<file path="config.mk">
export PLATFORM = sky130hd
export DESIGN_NAME = ard_region_decoder
export DESIGN_NICKNAME = d
export VERILOG_FILES = /design/src/logic/ard_region_decoder.v /design/src/logic/ard_span_hit.v
export VERILOG_INCLUDE_DIRS = /design/src /design/src/logic
export SDC_FILE = /design/constraint.sdc
export NUM_CORES = 1
export LEC_CHECK = 0
export BUFFER_PORTS_ARGS = -buffer_cell sky130_fd_sc_hd__buf_4
export CAP_MARGIN = 20
export CORE_MARGIN = 2
export CORE_UTILIZATION = 28
export DETAILED_ROUTE_END_ITERATION = 7
export GPL_TIMING_DRIVEN = 0
export SYNTH_ARGS = -nofsm -noshare
export SYNTH_HDL_FRONTEND = slang
export SYNTH_HIERARCHICAL = 1
export SYNTH_SLANG_ARGS = --single-unit
</file>
<file path="constraint.sdc">
create_clock -name ref_clk -period 2.6 [get_ports ref_clk]
set_clock_uncertainty 0.1 [all_clocks]
set_input_delay 0.39 -clock ref_clk [delete_from_list [all_inputs] [get_ports ref_clk]]
set_output_delay 0.39 -clock ref_clk [all_outputs]
set_load 0.05 [all_outputs]
</file>
<file path="src/logic/ard_regs.vh">
// Address map constants for the address region decoder.
// Assumes a 32-bit byte address space and an AXI4-Lite register port.
`ifndef ARD_REGS_VH
`define ARD_REGS_VH

`define ARD_VEC_TOP       32'h0000001F
`define ARD_VEC_LSB       2
`define ARD_VEC_MSB       4

`define ARD_LSRAM_LO_BASE 32'h00000000
`define ARD_LSRAM_LO_TOP  32'h000007FF
`define ARD_LSRAM_HI_BASE 32'h60000000
`define ARD_LSRAM_HI_TOP  32'h600007FF
`define ARD_CRAM_BASE     32'h60000800
`define ARD_CRAM_TOP      32'h60000FFF
`define ARD_RSV6_BASE     32'h60001000
`define ARD_RSV6_TOP      32'h600017FF
`define ARD_PER_BASE      32'hFFFF0000
`define ARD_PER_TOP       32'hFFFF9FFF
`define ARD_PER_USED_TOP  32'hFFFF1FFF
`define ARD_CFG_BASE      32'hFFFFA000
`define ARD_CFG_TOP       32'hFFFFFFFF

`define ARD_GRP_SEG_BASE  32'hFFFFA000
`define ARD_GRP_SEG_TOP   32'hFFFFA0FF
`define ARD_GRP_BANK_BASE 32'hFFFFA100
`define ARD_GRP_BANK_TOP  32'hFFFFA1FF
`define ARD_GRP_INTC_BASE 32'hFFFFA800
`define ARD_GRP_INTC_TOP  32'hFFFFABFF
`define ARD_GRP_CLK_BASE  32'hFFFFAC00
`define ARD_GRP_CLK_TOP   32'hFFFFAFFF

`define ARD_CACHE_CTRL_ADDR 32'hFFFFA400
`define ARD_LSRAM_CTRL_ADDR 32'hFFFFA404
`define ARD_IDENT_ADDR      32'hFFFFA40C
`define ARD_IO_CFG_ADDR     32'hFFFFA410
`define ARD_LCD_BIT_ADDR    32'hFFFFA414
`define ARD_STATUS_ADDR     32'hFFFFA418

`define ARD_PER_GRP_LSB   10
`define ARD_PER_GRP_MSB   12

`define ARD_CFG_SEG       0
`define ARD_CFG_BANK      1
`define ARD_CFG_CACHE     2
`define ARD_CFG_LSRAM     3
`define ARD_CFG_IDENT     4
`define ARD_CFG_IO        5
`define ARD_CFG_LCD       6
`define ARD_CFG_INTC      7
`define ARD_CFG_CLK       8

`define ARD_PLACE_BIT     1
`define ARD_PLACE_RST     8'h02
`define ARD_CACHE_RST     8'h00
`define ARD_CACHE_SRAM_BIT 0
`define ARD_BYTE_LANE     0
`define ARD_BYTE_MSB      7
`define ARD_BYTE_LSB      0

`define ARD_SD_SUPER      0
`define ARD_SD_USER       1
`define ARD_SD_CACHE      2
`define ARD_SD_HALF       3
`define ARD_SD_BANK_LSB   4
`define ARD_SD_BANK_MSB   6

`define ARD_RESP_OKAY     2'b00
`define ARD_ZERO32        32'h00000000
`define ARD_ZERO24        24'h000000
`define ARD_ZERO23        23'h000000

`endif

</file>
<file path="src/logic/ard_region_decoder.v">
// Address region decoder with its AXI4-Lite control registers.
// Assumes a core request port on ref_clk and a segment comparator outside that supplies the matched descriptor.
`include "ard_regs.vh"

module ard_region_decoder (
  input  wire        ref_clk,
  input  wire        rst_n,
  input  wire        core_req,
  input  wire [31:0] core_addr,
  input  wire        core_super,
  input  wire [15:0] segment_descriptor,
  output reg         dec_valid_r,
  output reg         vector_hit_r,
  output reg  [2:0]  vector_num_r,
  output reg         lsram_sel_r,
  output reg         cache_ram_sel_r,
  output reg  [8:0]  cfg_grp_sel_r,
  output reg  [7:0]  per_grp_sel_r,
  output reg         ext_sel_r,
  output reg  [2:0]  ext_bank_r,
  output reg         ext_cacheable_r,
  output reg         ext_halfword_r,
  output reg         reserved_hit_r,
  output reg         priv_fault_r,
  input  wire [31:0] s_axi_awaddr,
  input  wire        s_axi_awvalid,
  output wire        s_axi_awready,
  input  wire [31:0] s_axi_wdata,
  input  wire [3:0]  s_axi_wstrb,
  input  wire        s_axi_wvalid,
  output wire        s_axi_wready,
  output reg  [1:0]  s_axi_bresp,
  output reg         s_axi_bvalid,
  input  wire        s_axi_bready,
  input  wire [31:0] s_axi_araddr,
  input  wire        s_axi_arvalid,
  output wire        s_axi_arready,
  output reg  [31:0] s_axi_rdata,
  output reg  [1:0]  s_axi_rresp,
  output reg         s_axi_rvalid,
  input  wire        s_axi_rready
);

  // Only the placement and cache control bytes and the read-only status word live here; every other register sits in its own block.
  reg  [7:0]  local_sram_placement_r;
  reg  [7:0]  cache_ctrl_r;
  reg  [31:0] aw_addr_r;
  reg         aw_full_r;
  reg  [31:0] w_data_r;
  reg  [3:0]  w_strb_r;
  reg         w_full_r;

  wire place_hi = local_sram_placement_r[`ARD_PLACE_BIT];
  wire sram_mode = cache_ctrl_r[`ARD_CACHE_SRAM_BIT];

  // One hit per address window that the decoder tells apart; the vector window is compared directly.
  wire hit_lo;
  wire hit_hi;
  wire hit_cram;
  wire hit_rsv6;
  wire hit_cfg;
  wire hit_per;
  wire hit_per_used;
  wire hit_seg;
  wire hit_bank;
  wire hit_intc;
  wire hit_clk;

  // Each window is its own comparator, so moving a boundary touches one header line only.
  ard_span_hit #(.LO(`ARD_LSRAM_LO_BASE), .HI(`ARD_LSRAM_LO_TOP)) u_lo (
    .addr (core_addr),
    .hit  (hit_lo)
  );
  ard_span_hit #(.LO(`ARD_LSRAM_HI_BASE), .HI(`ARD_LSRAM_HI_TOP)) u_hi (
    .addr (core_addr),
    .hit  (hit_hi)
  );
  ard_span_hit #(.LO(`ARD_CRAM_BASE), .HI(`ARD_CRAM_TOP)) u_cram (
    .addr (core_addr),
    .hit  (hit_cram)
  );
  ard_span_hit #(.LO(`ARD_RSV6_BASE), .HI(`ARD_RSV6_TOP)) u_rsv6 (
    .addr (core_addr),
    .hit  (hit_rsv6)
  );

  // The two on-chip regions and the used part of the peripheral one.
  ard_span_hit #(.LO(`ARD_CFG_BASE), .HI(`ARD_CFG_TOP)) u_cfg (
    .addr (core_addr),
    .hit  (hit_cfg)
  );
  ard_span_hit #(.LO(`ARD_PER_BASE), .HI(`ARD_PER_TOP)) u_per (
    .addr (core_addr),
    .hit  (hit_per)
  );
  ard_span_hit #(.LO(`ARD_PER_BASE), .HI(`ARD_PER_USED_TOP)) u_per_used (
    .addr (core_addr),
    .hit  (hit_per_used)
  );

  // Register groups inside the configuration region.
  ard_span_hit #(.LO(`ARD_GRP_SEG_BASE), .HI(`ARD_GRP_SEG_TOP)) u_seg (
    .addr (core_addr),
    .hit  (hit_seg)
  );
  ard_span_hit #(.LO(`ARD_GRP_BANK_BASE), .HI(`ARD_GRP_BANK_TOP)) u_bank (
    .addr (core_addr),
    .hit  (hit_bank)
  );
  ard_span_hit #(.LO(`ARD_GRP_INTC_BASE), .HI(`ARD_GRP_INTC_TOP)) u_intc (
    .addr (core_addr),
    .hit  (hit_intc)
  );
  ard_span_hit #(.LO(`ARD_GRP_CLK_BASE), .HI(`ARD_GRP_CLK_TOP)) u_clk (
    .addr (core_addr),
    .hit  (hit_clk)
  );

  // Privilege comes from whichever segment matched, the default one included.
  wire priv_ok = core_super ? segment_descriptor[`ARD_SD_SUPER]
                            : segment_descriptor[`ARD_SD_USER];

  reg        vec_nxt;
  reg        lsram_nxt;
  reg        cram_nxt;
  reg [8:0]  cfg_nxt;
  reg [7:0]  per_nxt;
  reg        ext_nxt;
  reg        rsv_nxt;
  reg        onchip_nxt;

  // Decode looks at the address and the two control bits only; privilege is applied when the result is registered.
  always @* begin
    vec_nxt = (core_addr <= `ARD_VEC_TOP);
    lsram_nxt = place_hi ? hit_hi : hit_lo;
    cram_nxt = sram_mode && hit_cram;
    cfg_nxt = 9'h000;
    per_nxt = 8'h00;
    if (hit_cfg) begin
      cfg_nxt[`ARD_CFG_SEG] = hit_seg;
      cfg_nxt[`ARD_CFG_BANK] = hit_bank;
      cfg_nxt[`ARD_CFG_CACHE] = (core_addr == `ARD_CACHE_CTRL_ADDR);
      cfg_nxt[`ARD_CFG_LSRAM] = (core_addr == `ARD_LSRAM_CTRL_ADDR);
      cfg_nxt[`ARD_CFG_IDENT] = (core_addr == `ARD_IDENT_ADDR);
      cfg_nxt[`ARD_CFG_IO] = (core_addr == `ARD_IO_CFG_ADDR);
      cfg_nxt[`ARD_CFG_LCD] = (core_addr == `ARD_LCD_BIT_ADDR);
      cfg_nxt[`ARD_CFG_INTC] = hit_intc;
      cfg_nxt[`ARD_CFG_CLK] = hit_clk;
    end
    if (hit_per_used) begin
      per_nxt[core_addr[`ARD_PER_GRP_MSB:`ARD_PER_GRP_LSB]] = 1'b1;
    end
    // Unlisted addresses of either on-chip region fall out as reserved here.
    onchip_nxt = hit_cfg || hit_per;
    rsv_nxt = hit_rsv6 || (onchip_nxt && (cfg_nxt == 9'h000) && (per_nxt == 8'h00));
    ext_nxt = !onchip_nxt && !lsram_nxt && !cram_nxt && !hit_rsv6;
  end

  // Registering every result keeps decode glitches off the select lines, at the price of one cycle.
  always @(posedge ref_clk or negedge rst_n) begin
    if (!rst_n) begin
      dec_valid_r <= 1'b0;
      vector_hit_r <= 1'b0;
      vector_num_r <= 3'h0;
      lsram_sel_r <= 1'b0;
      cache_ram_sel_r <= 1'b0;
      cfg_grp_sel_r <= 9'h000;
      per_grp_sel_r <= 8'h00;
      ext_sel_r <= 1'b0;
      ext_bank_r <= 3'h0;
      ext_cacheable_r <= 1'b0;
      ext_halfword_r <= 1'b0;
      reserved_hit_r <= 1'b0;
      priv_fault_r <= 1'b0;
    end else begin
      dec_valid_r <= core_req;
      if (core_req) begin
        vector_hit_r <= vec_nxt;
        // The vector number is taken on every request, so status always shows the last one.
        vector_num_r <= core_addr[`ARD_VEC_MSB:`ARD_VEC_LSB];
        // A fault blocks every select so a refused access touches nothing.
        priv_fault_r <= !priv_ok;
        lsram_sel_r <= priv_ok && lsram_nxt;
        cache_ram_sel_r <= priv_ok && cram_nxt;
        cfg_grp_sel_r <= priv_ok ? cfg_nxt : 9'h000;
        per_grp_sel_r <= priv_ok ? per_nxt : 8'h00;
        reserved_hit_r <= rsv_nxt;
        ext_sel_r <= priv_ok && ext_nxt;
        // Bank, cacheable and halfword only ever leave for external accesses.
        if (ext_nxt) begin
          ext_bank_r <= segment_descriptor[`ARD_SD_BANK_MSB:`ARD_SD_BANK_LSB];
          ext_cacheable_r <= segment_descriptor[`ARD_SD_CACHE];
          ext_halfword_r <= segment_descriptor[`ARD_SD_HALF];
        end else begin
          ext_bank_r <= 3'h0;
          ext_cacheable_r <= 1'b0;
          ext_halfword_r <= 1'b0;
        end
      end else begin
        vector_hit_r <= 1'b0;
        lsram_sel_r <= 1'b0;
        cache_ram_sel_r <= 1'b0;
        cfg_grp_sel_r <= 9'h000;
        per_grp_sel_r <= 8'h00;
        ext_sel_r <= 1'b0;
        reserved_hit_r <= 1'b0;
        priv_fault_r <= 1'b0;
      end
    end
  end

  // Write address and data are captured separately, so either may come first.
  // One write and one read at most are in flight, so no ordering logic is needed between them.
  assign s_axi_awready = !aw_full_r && !s_axi_bvalid;
  assign s_axi_wready = !w_full_r && !s_axi_bvalid;
  assign s_axi_arready = !s_axi_rvalid;

  // The response waits for both halves; nothing new is taken while it is pending.
  wire do_write = aw_full_r && w_full_r && !s_axi_bvalid;

  always @(posedge ref_clk or negedge rst_n) begin
    if (!rst_n) begin
      aw_addr_r <= `ARD_ZERO32;
      aw_full_r <= 1'b0;
      w_data_r <= `ARD_ZERO32;
      w_strb_r <= 4'h0;
      w_full_r <= 1'b0;
      s_axi_bvalid <= 1'b0;
      s_axi_bresp <= `ARD_RESP_OKAY;
      local_sram_placement_r <= `ARD_PLACE_RST;
      cache_ctrl_r <= `ARD_CACHE_RST;
    end else begin
      if (s_axi_awvalid && s_axi_awready) begin
        aw_addr_r <= s_axi_awaddr;
        aw_full_r <= 1'b1;
      end
      if (s_axi_wvalid && s_axi_wready) begin
        w_data_r <= s_axi_wdata;
        w_strb_r <= s_axi_wstrb;
        w_full_r <= 1'b1;
      end
      if (do_write) begin
        aw_full_r <= 1'b0;
        w_full_r <= 1'b0;
        s_axi_bvalid <= 1'b1;
        s_axi_bresp <= `ARD_RESP_OKAY;
        // Both registers are one byte wide, so only the low byte lane can change them.
        if (w_strb_r[`ARD_BYTE_LANE] && (aw_addr_r == `ARD_LSRAM_CTRL_ADDR)) begin
          local_sram_placement_r <= w_data_r[`ARD_BYTE_MSB:`ARD_BYTE_LSB];
        end
        if (w_strb_r[`ARD_BYTE_LANE] && (aw_addr_r == `ARD_CACHE_CTRL_ADDR)) begin
          cache_ctrl_r <= w_data_r[`ARD_BYTE_MSB:`ARD_BYTE_LSB];
        end
      end else if (s_axi_bvalid && s_axi_bready) begin
        s_axi_bvalid <= 1'b0;
      end
    end
  end

  // Status shows the previous cycle's decode result, letting software see where an address went; without a request only the vector number is kept.
  wire [8:0] status_w = {priv_fault_r, reserved_hit_r, ext_sel_r, cache_ram_sel_r, lsram_sel_r,
                         vector_hit_r, vector_num_r};

  // Unmapped reads answer OKAY with zero, so a stray probe cannot upset software.
  always @(posedge ref_clk or negedge rst_n) begin
    if (!rst_n) begin
      s_axi_rvalid <= 1'b0;
      s_axi_rdata <= `ARD_ZERO32;
      s_axi_rresp <= `ARD_RESP_OKAY;
    end else if (s_axi_arvalid && s_axi_arready) begin
      s_axi_rvalid <= 1'b1;
      s_axi_rresp <= `ARD_RESP_OKAY;
      if (s_axi_araddr == `ARD_LSRAM_CTRL_ADDR) begin
        s_axi_rdata <= {`ARD_ZERO24, local_sram_placement_r};
      end else if (s_axi_araddr == `ARD_CACHE_CTRL_ADDR) begin
        s_axi_rdata <= {`ARD_ZERO24, cache_ctrl_r};
      end else if (s_axi_araddr == `ARD_STATUS_ADDR) begin
        s_axi_rdata <= {`ARD_ZERO23, status_w};
      end else begin
        s_axi_rdata <= `ARD_ZERO32;
      end
    end else if (s_axi_rvalid && s_axi_rready) begin
      s_axi_rvalid <= 1'b0;
    end
  end

endmodule // ard_region_decoder

</file>
<file path="src/logic/ard_span_hit.v">
// Inclusive address range comparator.
// Assumes LO is not above HI and both are 32-bit byte addresses.
module ard_span_hit #(
  parameter [31:0] LO = 32'h00000000,
  parameter [31:0] HI = 32'hFFFFFFFF
) (
  input  wire [31:0] addr,
  output wire        hit
);
  assign hit = (addr >= LO) && (addr <= HI);
endmodule // ard_span_hit

</file>
==> results.json, run 1 <==
{
  "max_cap_viol_count": 0,
  "drc_errors": 0,
  "io_buffer_count": 166,
  "peakVddDrop_v": 0.000411,
  "route.detailed.vias_per_inst": 5.10,
  "syn-mean-instance-area_um2": 11.5,
  "run_status": "complete, no violations",
  "slowest_stage": "sky130_fd_sc_hd__or4_4",
  "layout.cells.most_common": "sky130_fd_sc_hd__buf_4",
  "critical_path_peak_fanout": 15,
  "grt_pass1_vias": 4462,
  "drt_first_pass_iters": 5,
  "cts_made_buffers": 9,
  "groute.usage.overall": 0.162,
  "finalWeightedCongestion": 0.835,
  "core_region_area_um2": 17800,
  "synthesized_flop_and_latch_total": 102,
  "synth-main-ff-cell": "sky130_fd_sc_hd__dfrtp_1",
  "total_negative_slack_for_setup_checks_ns": 0,
  "num-nets-final": 803,
  "ys_top_cells_by_area": "sky130_fd_sc_hd__dfrtp_1, sky130_fd_sc_hd__mux2_2, sky130_fd_sc_hd__nand4_1",
  "count_of_cells_resized_by_post_cts_repair": 0,
  "worstSkewPairLatency_ns": 0.34,
  "syn-instance-count": 441,
  "ctsHtreeMaxLevel": 3,
  "num_io_pins": 230,
  "grt_pass1_wl_um": 24800,
  "power.density_nw_per_um2": 709,
  "detailedRoute.firstIterationViolations": 262,
  "setup_viol": 0,
  "fraction_of_synthesized_cell_area_taken_by_the_top_area_cell_type": 0.499,
  "ys.warnings.count": 6,
  "drt_wl_total_um": 15900,
  "cts-root-buf": "sky130_fd_sc_hd__clkbuf_16",
  "async_reset_ff_frac": 1.00,
  "maxSlewViolCount": 0,
  "syn2layout_area_growth_pct": 39.8,
  "synth_area_leader_cell": "sky130_fd_sc_hd__dfrtp_1",
  "placement_rows": 49,
  "clock_tree.buffer_depth": 2,
  "worstHoldPathType": "in -> reg",
  "setup.worst_path.class": "in -> reg",
  "antenna_found_initial": 0,
  "final_hold_viol_count": 0,
  "p_leak_uw": 0.00319,
  "die_height_um": 138,
  "timing.final.crit_share": 0.954,
  "cp-start-kind": "input port",
  "stdcell_count": 880,
  "place.detailed.hpwl_um": 11600,
  "critical_path.endpoint_type": "flip-flop",
  "die_area_um2": 19200,
  "pin_count_of_the_biggest_net_entering_global_routing": 75,
  "clock_transition_at_the_register_clock_pins_on_the_worst_setup_and_hold_paths_after_cts_ns": 0.07,
  "layout.filler_cells": 1729,
  "post_synth_instance_area_um2": 5060,
  "synth.distinct_cells": 51,
  "drive_gt1_frac": 0.418,
  "cts_sink_cnt": 102,
  "die_x_um": 138,
  "rsz0062_at_grt": "false",
  "finalCoreUtilization": 0.397,
  "edff_count_synth": 0,
  "finalWorstPathRequiredPeriod_ns": 2.48,
  "num_antenna_cells": 0,
  "postCtsSetupBuffers": 0,
  "floorplan.initialDensity": 0.284,
  "layout.cells.most_common_list": "sky130_fd_sc_hd__buf_4, sky130_fd_sc_hd__dfrtp_1, sky130_fd_sc_hd__mux2_2",
  "worst_ep_required_time_ns": 2.73,
  "dp_cells": 863,
  "tightest_slew_ns": 0.750,
  "ant_nets": 0,
  "worst_ep_arrival_time_ns": 2.61,
  "cts_hold_buffers": 1,
  "tritoncts": "done",
  "synth.yosys.seq_area_share": 0.504,
  "via_count": 4487,
  "grt.overflow.total": 0,
  "max-slew-margin-rel": 0.498,
  "avgRoutedWirePerCell_um": 18.0,
  "critPathMaxStageDelay_ns": 0.60,
  "maxClockFrequency_mhz": 403,
  "path_cells": "buf_4, and4_1, o2111ai_1, nor4_2, nand3_1, or4_4, nor4_1"
}
-- final timing paths --
| path | slack [ns] | cells past startpoint | to | startpoint |
|---|---|---|---|---|
| setup / recovery | 0.12 | 7 | cfg_grp_sel_r[5]$_DFF_PN0_ | core_addr[28] |
| hold / removal | 0.12 | 2 | s_axi_rvalid$_DFFE_PN0P_ | s_axi_rready |
| setup reg to reg | 0.20 | 4 | cache_ctrl_r[2]$_DFFE_PN0P_ | aw_addr_r[1]$_DFFE_PN0P_ |
| hold reg to reg | 0.39 | 2 | s_axi_rdata[8]$_DFFE_PN0P_ | s_axi_rdata[8]$_DFFE_PN0P_ |
| max in group asynchronous | 1.28 | 3 | local_sram_placement_r[1]$_DFFE_PN1P_ | rst_n |
| min in group asynchronous | 0.42 | 2 | aw_addr_r[0]$_DFFE_PN0P_ | rst_n |
-- registers in the layout, summed over array words and instances, names as in the netlist, 3 cells and up --
register	flops
vector_num_r	3
ext_bank_r	3
local_sram_placement_r	8
s_axi_rdata	9
cache_ctrl_r	8
aw_addr_r	32
per_grp_sel_r	8
cfg_grp_sel_r	9
w_data_r	8
-- cells by family (layout without fill, tap and decap cells) --
family / count (synthesis) / after routing / share of synthesized area
muxes: 63 / 63 / 0.140
DFF: 102 / 102 / 0.504
buffers and inverters: 48 / 232 / 0.0556
and+or+nand+nor: 192 / 192 / 0.244
AOI/OAI and AO/OA: 35 / 35 / 0.0556
other: 1 / 27 / 0.000741
-- cell usage after synthesis, types with 3 or more instances --
cell type,instances
sky130_fd_sc_hd__nor4b_1,5
sky130_fd_sc_hd__nor3_1,6
sky130_fd_sc_hd__or4_1,5
sky130_fd_sc_hd__o21ai_0,4
sky130_fd_sc_hd__a22oi_1,8
sky130_fd_sc_hd__nor2_1,23
sky130_fd_sc_hd__mux2_1,16
sky130_fd_sc_hd__clkbuf_1,6
sky130_fd_sc_hd__nor4_2,6
sky130_fd_sc_hd__nor4_1,25
sky130_fd_sc_hd__and4_1,4
sky130_fd_sc_hd__nor4bb_1,3
sky130_fd_sc_hd__dfrtp_1,101
sky130_fd_sc_hd__nand2_1,30
sky130_fd_sc_hd__and3_1,3
sky130_fd_sc_hd__nand4_1,38
sky130_fd_sc_hd__inv_1,14
sky130_fd_sc_hd__o221ai_1,8
sky130_fd_sc_hd__and2_1,9
sky130_fd_sc_hd__mux2_2,45
sky130_fd_sc_hd__nand3b_1,3
sky130_fd_sc_hd__nand4b_1,7
sky130_fd_sc_hd__nor4b_2,3
sky130_fd_sc_hd__buf_4,27
sky130_fd_sc_hd__o2bb2ai_1,5
sky130_fd_sc_hd__nand3_1,7
-- metrics by stage --
stage	setup WS, ns	hold slack (ns)	total power (uW)	cell area (um^2)
final	0.118	0.124	5020	7080
after global routing	0.00695	0.118	5270	7080
after CTS	0.138	0.112	5080	7080
after detailed placement	-0.236	0.247	3540	6720
after global placement	-0.141	0.372	3460	6700
after floorplan	0.122	-0.00559	3000	5160
-- critical path: cells and delay by family --
family,cells,cell delay [ns]
AO/OA/AOI/OAI,1,0.14
buffers and inverters,1,0.22
AND/OR/NAND/NOR,5,1.84
-- report_power, final --
group | switching, uW | leakage (uW) | total [uW] | internal (uW)
Clock | 561 | 0.000170 | 1530 | 969
Combinational | 691 | 0.00171 | 1320 | 631
Sequential | 214 | 0.00130 | 2170 | 1960
Total | 1470 | 0.00319 | 5020 | 3560
-- routing by layer --
layer  track usage  wire (um)
met5             0          0
met2         0.263       7780
met4        0.0462        226
met3        0.0343       1230
met1         0.218       6650
-- layout make-up --
| type | count | area [um^2] | area share |
|---|---|---|---|
| inverter | 14 | 52.6 | 0.00742 |
| clock inverter | 5 | 104 | 0.0147 |
| timing repair buffer | 168 | 1280 | 0.181 |
| sequential | 102 | 2550 | 0.361 |
| tap | 229 | 287 | 0.0405 |
| buffer | 34 | 229 | 0.0323 |
| clock buffer | 11 | 243 | 0.0343 |
| multi-input combinational | 317 | 2330 | 0.329 |
(Power assumes the default switching activity.)
==> inputs of run 2 (changes only) <==
RECOVER_POWER = 50   (was not set)
==> run 2 against run 1 <==
The flow now finishes with violations (capacitance limit, slew limit). Design area is 1.3% lower. Sequential power hardly changed. Worst hold slack worse by 0.0027 ns. Register-to-register slack hardly changed. Fmax is 0.76% higher. Clock-buffer cell count stayed put. Critical endpoint unchanged.
==> results.json, run 2 (synthesis gave the netlist of run 1 again) <==
{
  "worst_hold_path.num_cells": 2,
  "critPathMaxStageDelay_ns": 0.60,
  "maxSlewViolCount": 29,
  "layout.cells.most_common_list": "sky130_fd_sc_hd__buf_4, sky130_fd_sc_hd__dfrtp_1, sky130_fd_sc_hd__mux2_2",
  "finalCoreUtilization": 0.392,
  "ant_nets": 0,
  "grt.overflow.total": 0,
  "maxClockFrequency_mhz": 406,
  "drt_first_pass_iters": 5,
  "pin_count_of_the_biggest_net_entering_global_routing": 75,
  "drt_wl_total_um": 15900,
  "tritoncts": "done",
  "worstSkewPairLatency_ns": 0.34,
  "avgRoutedWirePerCell_um": 18.1,
  "reg2reg_slack_ns": 0.20,
  "failed_checks": "capacitance limit, slew limit",
  "ff2ff_path_depth": 4,
  "clock_transition_at_the_register_clock_pins_on_the_worst_setup_and_hold_paths_after_cts_ns": 0.07,
  "route.detailed.vias_per_inst": 5.10,
  "tightest_slew_ns": 1.67,
  "setup.worst_path.class": "in -> reg",
  "drive_gt1_frac": 0.381,
  "groute.usage.overall": 0.162,
  "max-slew-margin-rel": -0.111,
  "critical_path.endpoint_type": "flip-flop",
  "finalWorstPathRequiredPeriod_ns": 2.46,
  "num-nets-final": 803,
  "ctsHtreeMaxLevel": 3,
  "final_hold_viol_count": 0,
  "timing.final.crit_share": 0.947,
  "hold_ep": "s_axi_rvalid$_DFFE_PN0P_",
  "slowest_stage": "sky130_fd_sc_hd__or4_4",
  "worst_r2r_startpoint": "aw_addr_r[1]$_DFFE_PN0P_",
  "critical_path_peak_fanout": 14,
  "count_of_cells_resized_by_post_cts_repair": 0,
  "drc_errors": 0,
  "die_area_um2": 19200,
  "cts_made_buffers": 9,
  "power.density_nw_per_um2": 719,
  "placement.cell_area_um2": 6720,
  "die_x_um": 138,
  "setup_viol": 0,
  "worst_ep_required_time_ns": 2.73,
  "grt_pass1_vias": 4462,
  "antenna_found_initial": 0,
  "crit_path_start": "core_addr[31]",
  "finalWeightedCongestion": 0.835,
  "cp-start-kind": "input port",
  "place.detailed.hpwl_um": 11600,
  "rsz0062_at_grt": "false",
  "grt_pass1_wl_um": 24800,
  "cts-root-buf": "sky130_fd_sc_hd__clkbuf_16",
  "num_antenna_cells": 0,
  "number_of_flip_flops_under_the_largest_register_name": 32,
  "layout.cells.most_common": "sky130_fd_sc_hd__buf_4",
  "max_cap_viol_count": 1,
  "largest_registers": "aw_addr_r (32), cfg_grp_sel_r (9), s_axi_rdata (9)",
  "cts_sink_cnt": 102,
  "via_count": 4484,
  "die_height_um": 138,
  "detailedRoute.firstIterationViolations": 272,
  "p_leak_uw": 0.00309,
  "syn2layout_area_growth_pct": 38.1,
  "clock_tree.buffer_depth": 2,
  "run_status": "finished, violations left",
  "placement_rows": 49,
  "path_cells": "buf_4, and4_1, o2111ai_1, nor4_2, nand3_1, or4_4, nor4_1",
  "num_io_pins": 230,
  "core_region_area_um2": 17800,
  "peakVddDrop_v": 0.000411,
  "worstHoldPathType": "in -> reg",
  "io_buffer_count": 166,
  "registers.top_by_ff_count": "aw_addr_r",
  "design_area_um2": 6990,
  "worst_ep_arrival_time_ns": 2.60,
  "min-delay-start": "s_axi_rready",
  "floorplan.initialDensity": 0.284,
  "reg2reg_to": "cache_ctrl_r[2]$_DFFE_PN0P_"
}
[run 2: changes by cell type in the layout (fill, tap and decap cells not counted)]
cell                       before  now
sky130_fd_sc_hd__clkbuf_1       7   31
sky130_fd_sc_hd__buf_4        193  169
[run 2: what timing repair did]
action / 4_1_cts / 5_1_grt
hold buffers: 1 / 0
endpoints found under the hold margin: 28 / 0
setup buffers: 0 / 0
[run 2: area by class of cell]
cell class	count	area [um^2]
repair buffers	168	1190
clock inverters	5	104
multi-input cells	317	2330
clock buffers	11	243
fillers	1747	10900
inverters	14	52.6
flip-flops and latches	102	2550
plain buffers	34	229
well taps	229	287
[run 2: critical path: cells and delay by family]
| family | cells | cell delay (ns) |
|---|---|---|
| AO/OA/AOI/OAI | 1 | 0.14 |
| AND/OR/NAND/NOR | 5 | 1.84 |
| buffers and inverters | 1 | 0.22 |
[run 2: power breakdown]
part | internal (uW) | leakage, uW | switching [uW]
combinational | 627 | 0.00161 | 692
clock | 969 | 0.000170 | 564
sequential | 1960 | 0.00130 | 215
[run 2: worst max path at each step]
stage                                       to  cells past startpoint
finish              cfg_grp_sel_r[5]$_DFF_PN0_                      7
global route        cfg_grp_sel_r[2]$_DFF_PN0_                      7
CTS                 cfg_grp_sel_r[5]$_DFF_PN0_                      7
detailed placement  cfg_grp_sel_r[5]$_DFF_PN0_                      7
global placement    cfg_grp_sel_r[2]$_DFF_PN0_                      7
floorplan              w_data_r[0]$_DFFE_PN0P_                      4
[run 2: layer usage]
layer / part of all wire / routed length, um / track usage / up-vias
met2: 0.49 / 7740 / 0.263 / 210
met1: 0.43 / 6780 / 0.218 / 2212
met5: 0 / 0 / 0 / -
met3: 0.075 / 1200 / 0.0343 / 16
li1: - / - / - / 2046
met4: 0.013 / 203 / 0.0462 / 0
[run 2: stage by stage]
stage	TNS (ns)	power (uW)	hold slack [ns]	std cells	setup slack, ns
finish	0	5020	0.121	880	0.137
global route	0	5270	0.118	880	0.00695
CTS	0	5080	0.112	880	0.138
detailed placement	-0.802	3540	0.247	863	-0.236
global placement	-0.522	3460	0.372	862	-0.141
floorplan	0	3000	-0.00559	467	0.122
==> inputs of run 3 (changes only) <==
ABC_AREA = 1   (was not set)
==> run 3 against run 2 <==
The flow now finishes without violations. Final cell count grew 43%. Non-clock buffer count grew 4. Critical endpoint is now s_axi_rdata[0]$_DFFE_PN0P_. Critical path type unchanged. Via count grew 25%. First-iteration DRC count grew 28%.
==> results.json, run 3 <==
{
  "run_status": "complete, no violations",
  "drt_first_pass_iters": 6,
  "route.detailed.vias_per_inst": 4.43,
  "cp-start-kind": "input port",
  "die_x_um": 148,
  "cp_num_buf_inv": 2,
  "core_region_area_um2": 20200,
  "finalWorstPathRequiredPeriod_ns": 1.99,
  "largest_registers": "aw_addr_r (32), cfg_grp_sel_r (9), s_axi_rdata (9)",
  "cts_sink_cnt": 102,
  "timing.final.crit_share": 0.766,
  "number_of_flip_flops_under_the_largest_register_name": 32,
  "floorplan.initialDensity": 0.286,
  "synth_area_leader_cell": "sky130_fd_sc_hd__dfrtp_1",
  "placement.cell_area_um2": 7500,
  "max-slew-margin-rel": 0.141,
  "die_area_um2": 21800,
  "grt_pass1_vias": 5305,
  "layout.cells.most_common": "sky130_fd_sc_hd__nand2_1",
  "edff_count_synth": 0,
  "power_uw": 4770,
  "synthesized_flop_and_latch_total": 102,
  "cp_delay_by_family_top": "simple AND/OR/NAND/NOR gates",
  "worstHoldPathType": "in -> reg",
  "worstSkewPairLatency_ns": 0.35,
  "postCtsSetupBuffers": 0,
  "layout.filler_cells": 2147,
  "placement_rows": 52,
  "max_cap_viol_count": 0,
  "cts_made_buffers": 9,
  "ys_top_cells_by_area": "sky130_fd_sc_hd__dfrtp_1, sky130_fd_sc_hd__nand2_1, sky130_fd_sc_hd__nor2_1",
  "p_clk_frac": 0.275,
  "post_synth_instance_area_um2": 5790,
  "drc_errors": 0,
  "critPathMaxStageDelay_ns": 0.74,
  "place.detailed.hpwl_um": 12900,
  "num_antenna_cells": 0,
  "setup.worst_path.class": "in -> reg",
  "design_area_um2": 7620,
  "via_count": 5591,
  "clock_transition_at_the_register_clock_pins_on_the_worst_setup_and_hold_paths_after_cts_ns": 0.06,
  "synth.yosys.seq_area_share": 0.441,
  "pin_count_of_the_biggest_net_entering_global_routing": 54,
  "critical_path_peak_fanout": 9,
  "peakVddDrop_v": 0.000349,
  "drt_wl_total_um": 17100,
  "comb_power_share": 0.275,
  "power.share.sequential": 0.451,
  "syn2layout_area_growth_pct": 31.5,
  "power.density_nw_per_um2": 626,
  "finalWorstSetupSlack_ns": 0.609,
  "finalWeightedCongestion": 0.870,
  "sw_share": 0.319,
  "avgRoutedWirePerCell_um": 13.6,
  "synth.distinct_cells": 31,
  "ant_nets": 0,
  "syn-instance-count": 782,
  "antenna_found_initial": 0,
  "path_cells": "buf_4, nand2_1, nor2_1, nand2_1, nor3_1, and2_1, buf_2, nand2_1, nand3_1, nand2_1, nand2_1",
  "tightest_slew_ns": 1.29,
  "num_io_pins": 230,
  "reported_net_switching_power_uw": 1520,
  "ctsHtreeMaxLevel": 3,
  "total_negative_slack_for_setup_checks_ns": 0,
  "grt_pass1_wl_um": 27300,
  "finalCoreUtilization": 0.376,
  "slowest_stage": "sky130_fd_sc_hd__nor3_1",
  "synth-main-ff-cell": "sky130_fd_sc_hd__dfrtp_1",
  "registers.top_by_ff_count": "aw_addr_r",
  "yosys.cell_count.top_type": "sky130_fd_sc_hd__nand2_1",
  "worst_ep_arrival_time_ns": 2.17,
  "worst_ep_required_time_ns": 2.78,
  "groute.usage.overall": 0.157,
  "p_leak_uw": 0.00386,
  "internal_power_uw": 3250,
  "maxClockFrequency_mhz": 502,
  "layout.cells.most_common_list": "sky130_fd_sc_hd__nand2_1, sky130_fd_sc_hd__buf_4, sky130_fd_sc_hd__nor2_1",
  "async_reset_ff_frac": 1.00,
  "cts-root-buf": "sky130_fd_sc_hd__clkbuf_16",
  "num-nets-final": 1144,
  "rsz0062_at_grt": "false",
  "final_hold_viol_count": 0,
  "die_height_um": 148,
  "grt.overflow.total": 0,
  "fraction_of_synthesized_cell_area_taken_by_the_top_area_cell_type": 0.436,
  "place_ws_ns": 0.418,
  "io_buffer_count": 166,
  "syn-mean-instance-area_um2": 7.40,
  "setup_viol": 0,
  "tritoncts": "done",
  "worst_path_most_repeated_cell": "sky130_fd_sc_hd__nand2_1",
  "netlist_top_cells_count": "sky130_fd_sc_hd__nand2_1, sky130_fd_sc_hd__nor2_1, sky130_fd_sc_hd__dfrtp_1, sky130_fd_sc_hd__inv_1, sky130_fd_sc_hd__nand3_1",
  "drive_gt1_frac": 0.234,
  "critical_path.endpoint_type": "flip-flop",
  "maxSlewViolCount": 0,
  "ys.warnings.count": 6,
  "clock_tree.buffer_depth": 2,
  "detailedRoute.firstIterationViolations": 347
}
## run 3: cell types whose count changed in the layout (fill, tap and decap cells not counted), sizes merged, moves of 10 or more
cell | before | now
nor2 | 23 | 163
inv | 15 | 80
nor4 | 31 | 5
mux2 | 61 | 32
nand3 | 7 | 44
clkbuf | 41 | 57
a21oi | 1 | 11
nand2 | 30 | 239
buf | 171 | 157
## run 3: through the flow
step,hold WS (ns),cells
3_3_place_gp,0.358,1244
2_1_floorplan,-0.00559,808
6_report,0.0827,1261
4_1_cts,0.0439,1261
5_1_grt,0.0704,1261
3_5_place_dp,0.359,1245
## run 3: repair_timing
action,CTS,global route
setup endpoints to repair,0,0
hold buffers,1,0
hold endpoints to repair,49,0
gates resized for setup,0,0
## run 3: final cells by class
class / instances / area (um^2) / area share
tap: 270 / 338 / 0.0443
inverter: 82 / 308 / 0.0404
multi-input combinational: 586 / 2750 / 0.361
timing repair buffer: 168 / 1120 / 0.147
sequential: 102 / 2550 / 0.335
clock inverter: 6 / 63.8 / 0.00838
clock buffer: 9 / 225 / 0.0296
buffer: 38 / 260 / 0.0342
## run 3: power groups by stage
stage                     registers [uW]  logic [uW]  clock network [uW]
after detailed placement            2180        1340                   0
after CTS                           2150        1350                1360
after global routing                2200        1440                1420
after floorplan                     2200         828                   0
final                               2150        1310                1310
after global placement              2170        1320                   0
## run 3: metal layers
| layer | GRT usage | part of all wire | vias to the layer above | wire length [um] |
|---|---|---|---|---|
| met3 | 0.0231 | 0.064 | 18 | 1090 |
| li1 | - | - | 2821 | - |
| met4 | 0.0524 | 0.017 | 0 | 291 |
| met2 | 0.267 | 0.49 | 190 | 8330 |
| met5 | 0 | 0 | - | 0 |
| met1 | 0.205 | 0.43 | 2562 | 7400 |
## run 3: cell families after synthesis
| kind of cell | count (synthesis) | share of synthesized area |
|---|---|---|
| other | 1 | 0.000648 |
| AO/OA/AOI/OAI | 24 | 0.0218 |
| AND/OR/NAND/NOR | 502 | 0.374 |
| flip-flops | 102 | 0.441 |
| buffers and inverters | 120 | 0.0983 |
| multiplexers | 33 | 0.0640 |
## run 3: path summary, 6_finish.rpt
| check | startpoint | endpoint | slack, ns | cells after the start |
|---|---|---|---|---|
| worst min register to register | local_sram_placement_r[6]$_DFFE_PN0P_ | local_sram_placement_r[6]$_DFFE_PN0P_ | 0.37 | 2 |
| max in group asynchronous | rst_n | local_sram_placement_r[1]$_DFFE_PN1P_ | 0.71 | 3 |
| worst max-delay path | s_axi_araddr[17] | s_axi_rdata[0]$_DFFE_PN0P_ | 0.61 | 11 |
| worst max register to register | s_axi_bvalid$_DFFE_PN0P_ | local_sram_placement_r[7]$_DFFE_PN0P_ | 0.67 | 6 |
| min in group asynchronous | rst_n | aw_addr_r[25]$_DFFE_PN0P_ | 0.76 | 2 |
| worst min-delay path | core_req | dec_valid_r$_DFF_PN0_ | 0.08 | 1 |
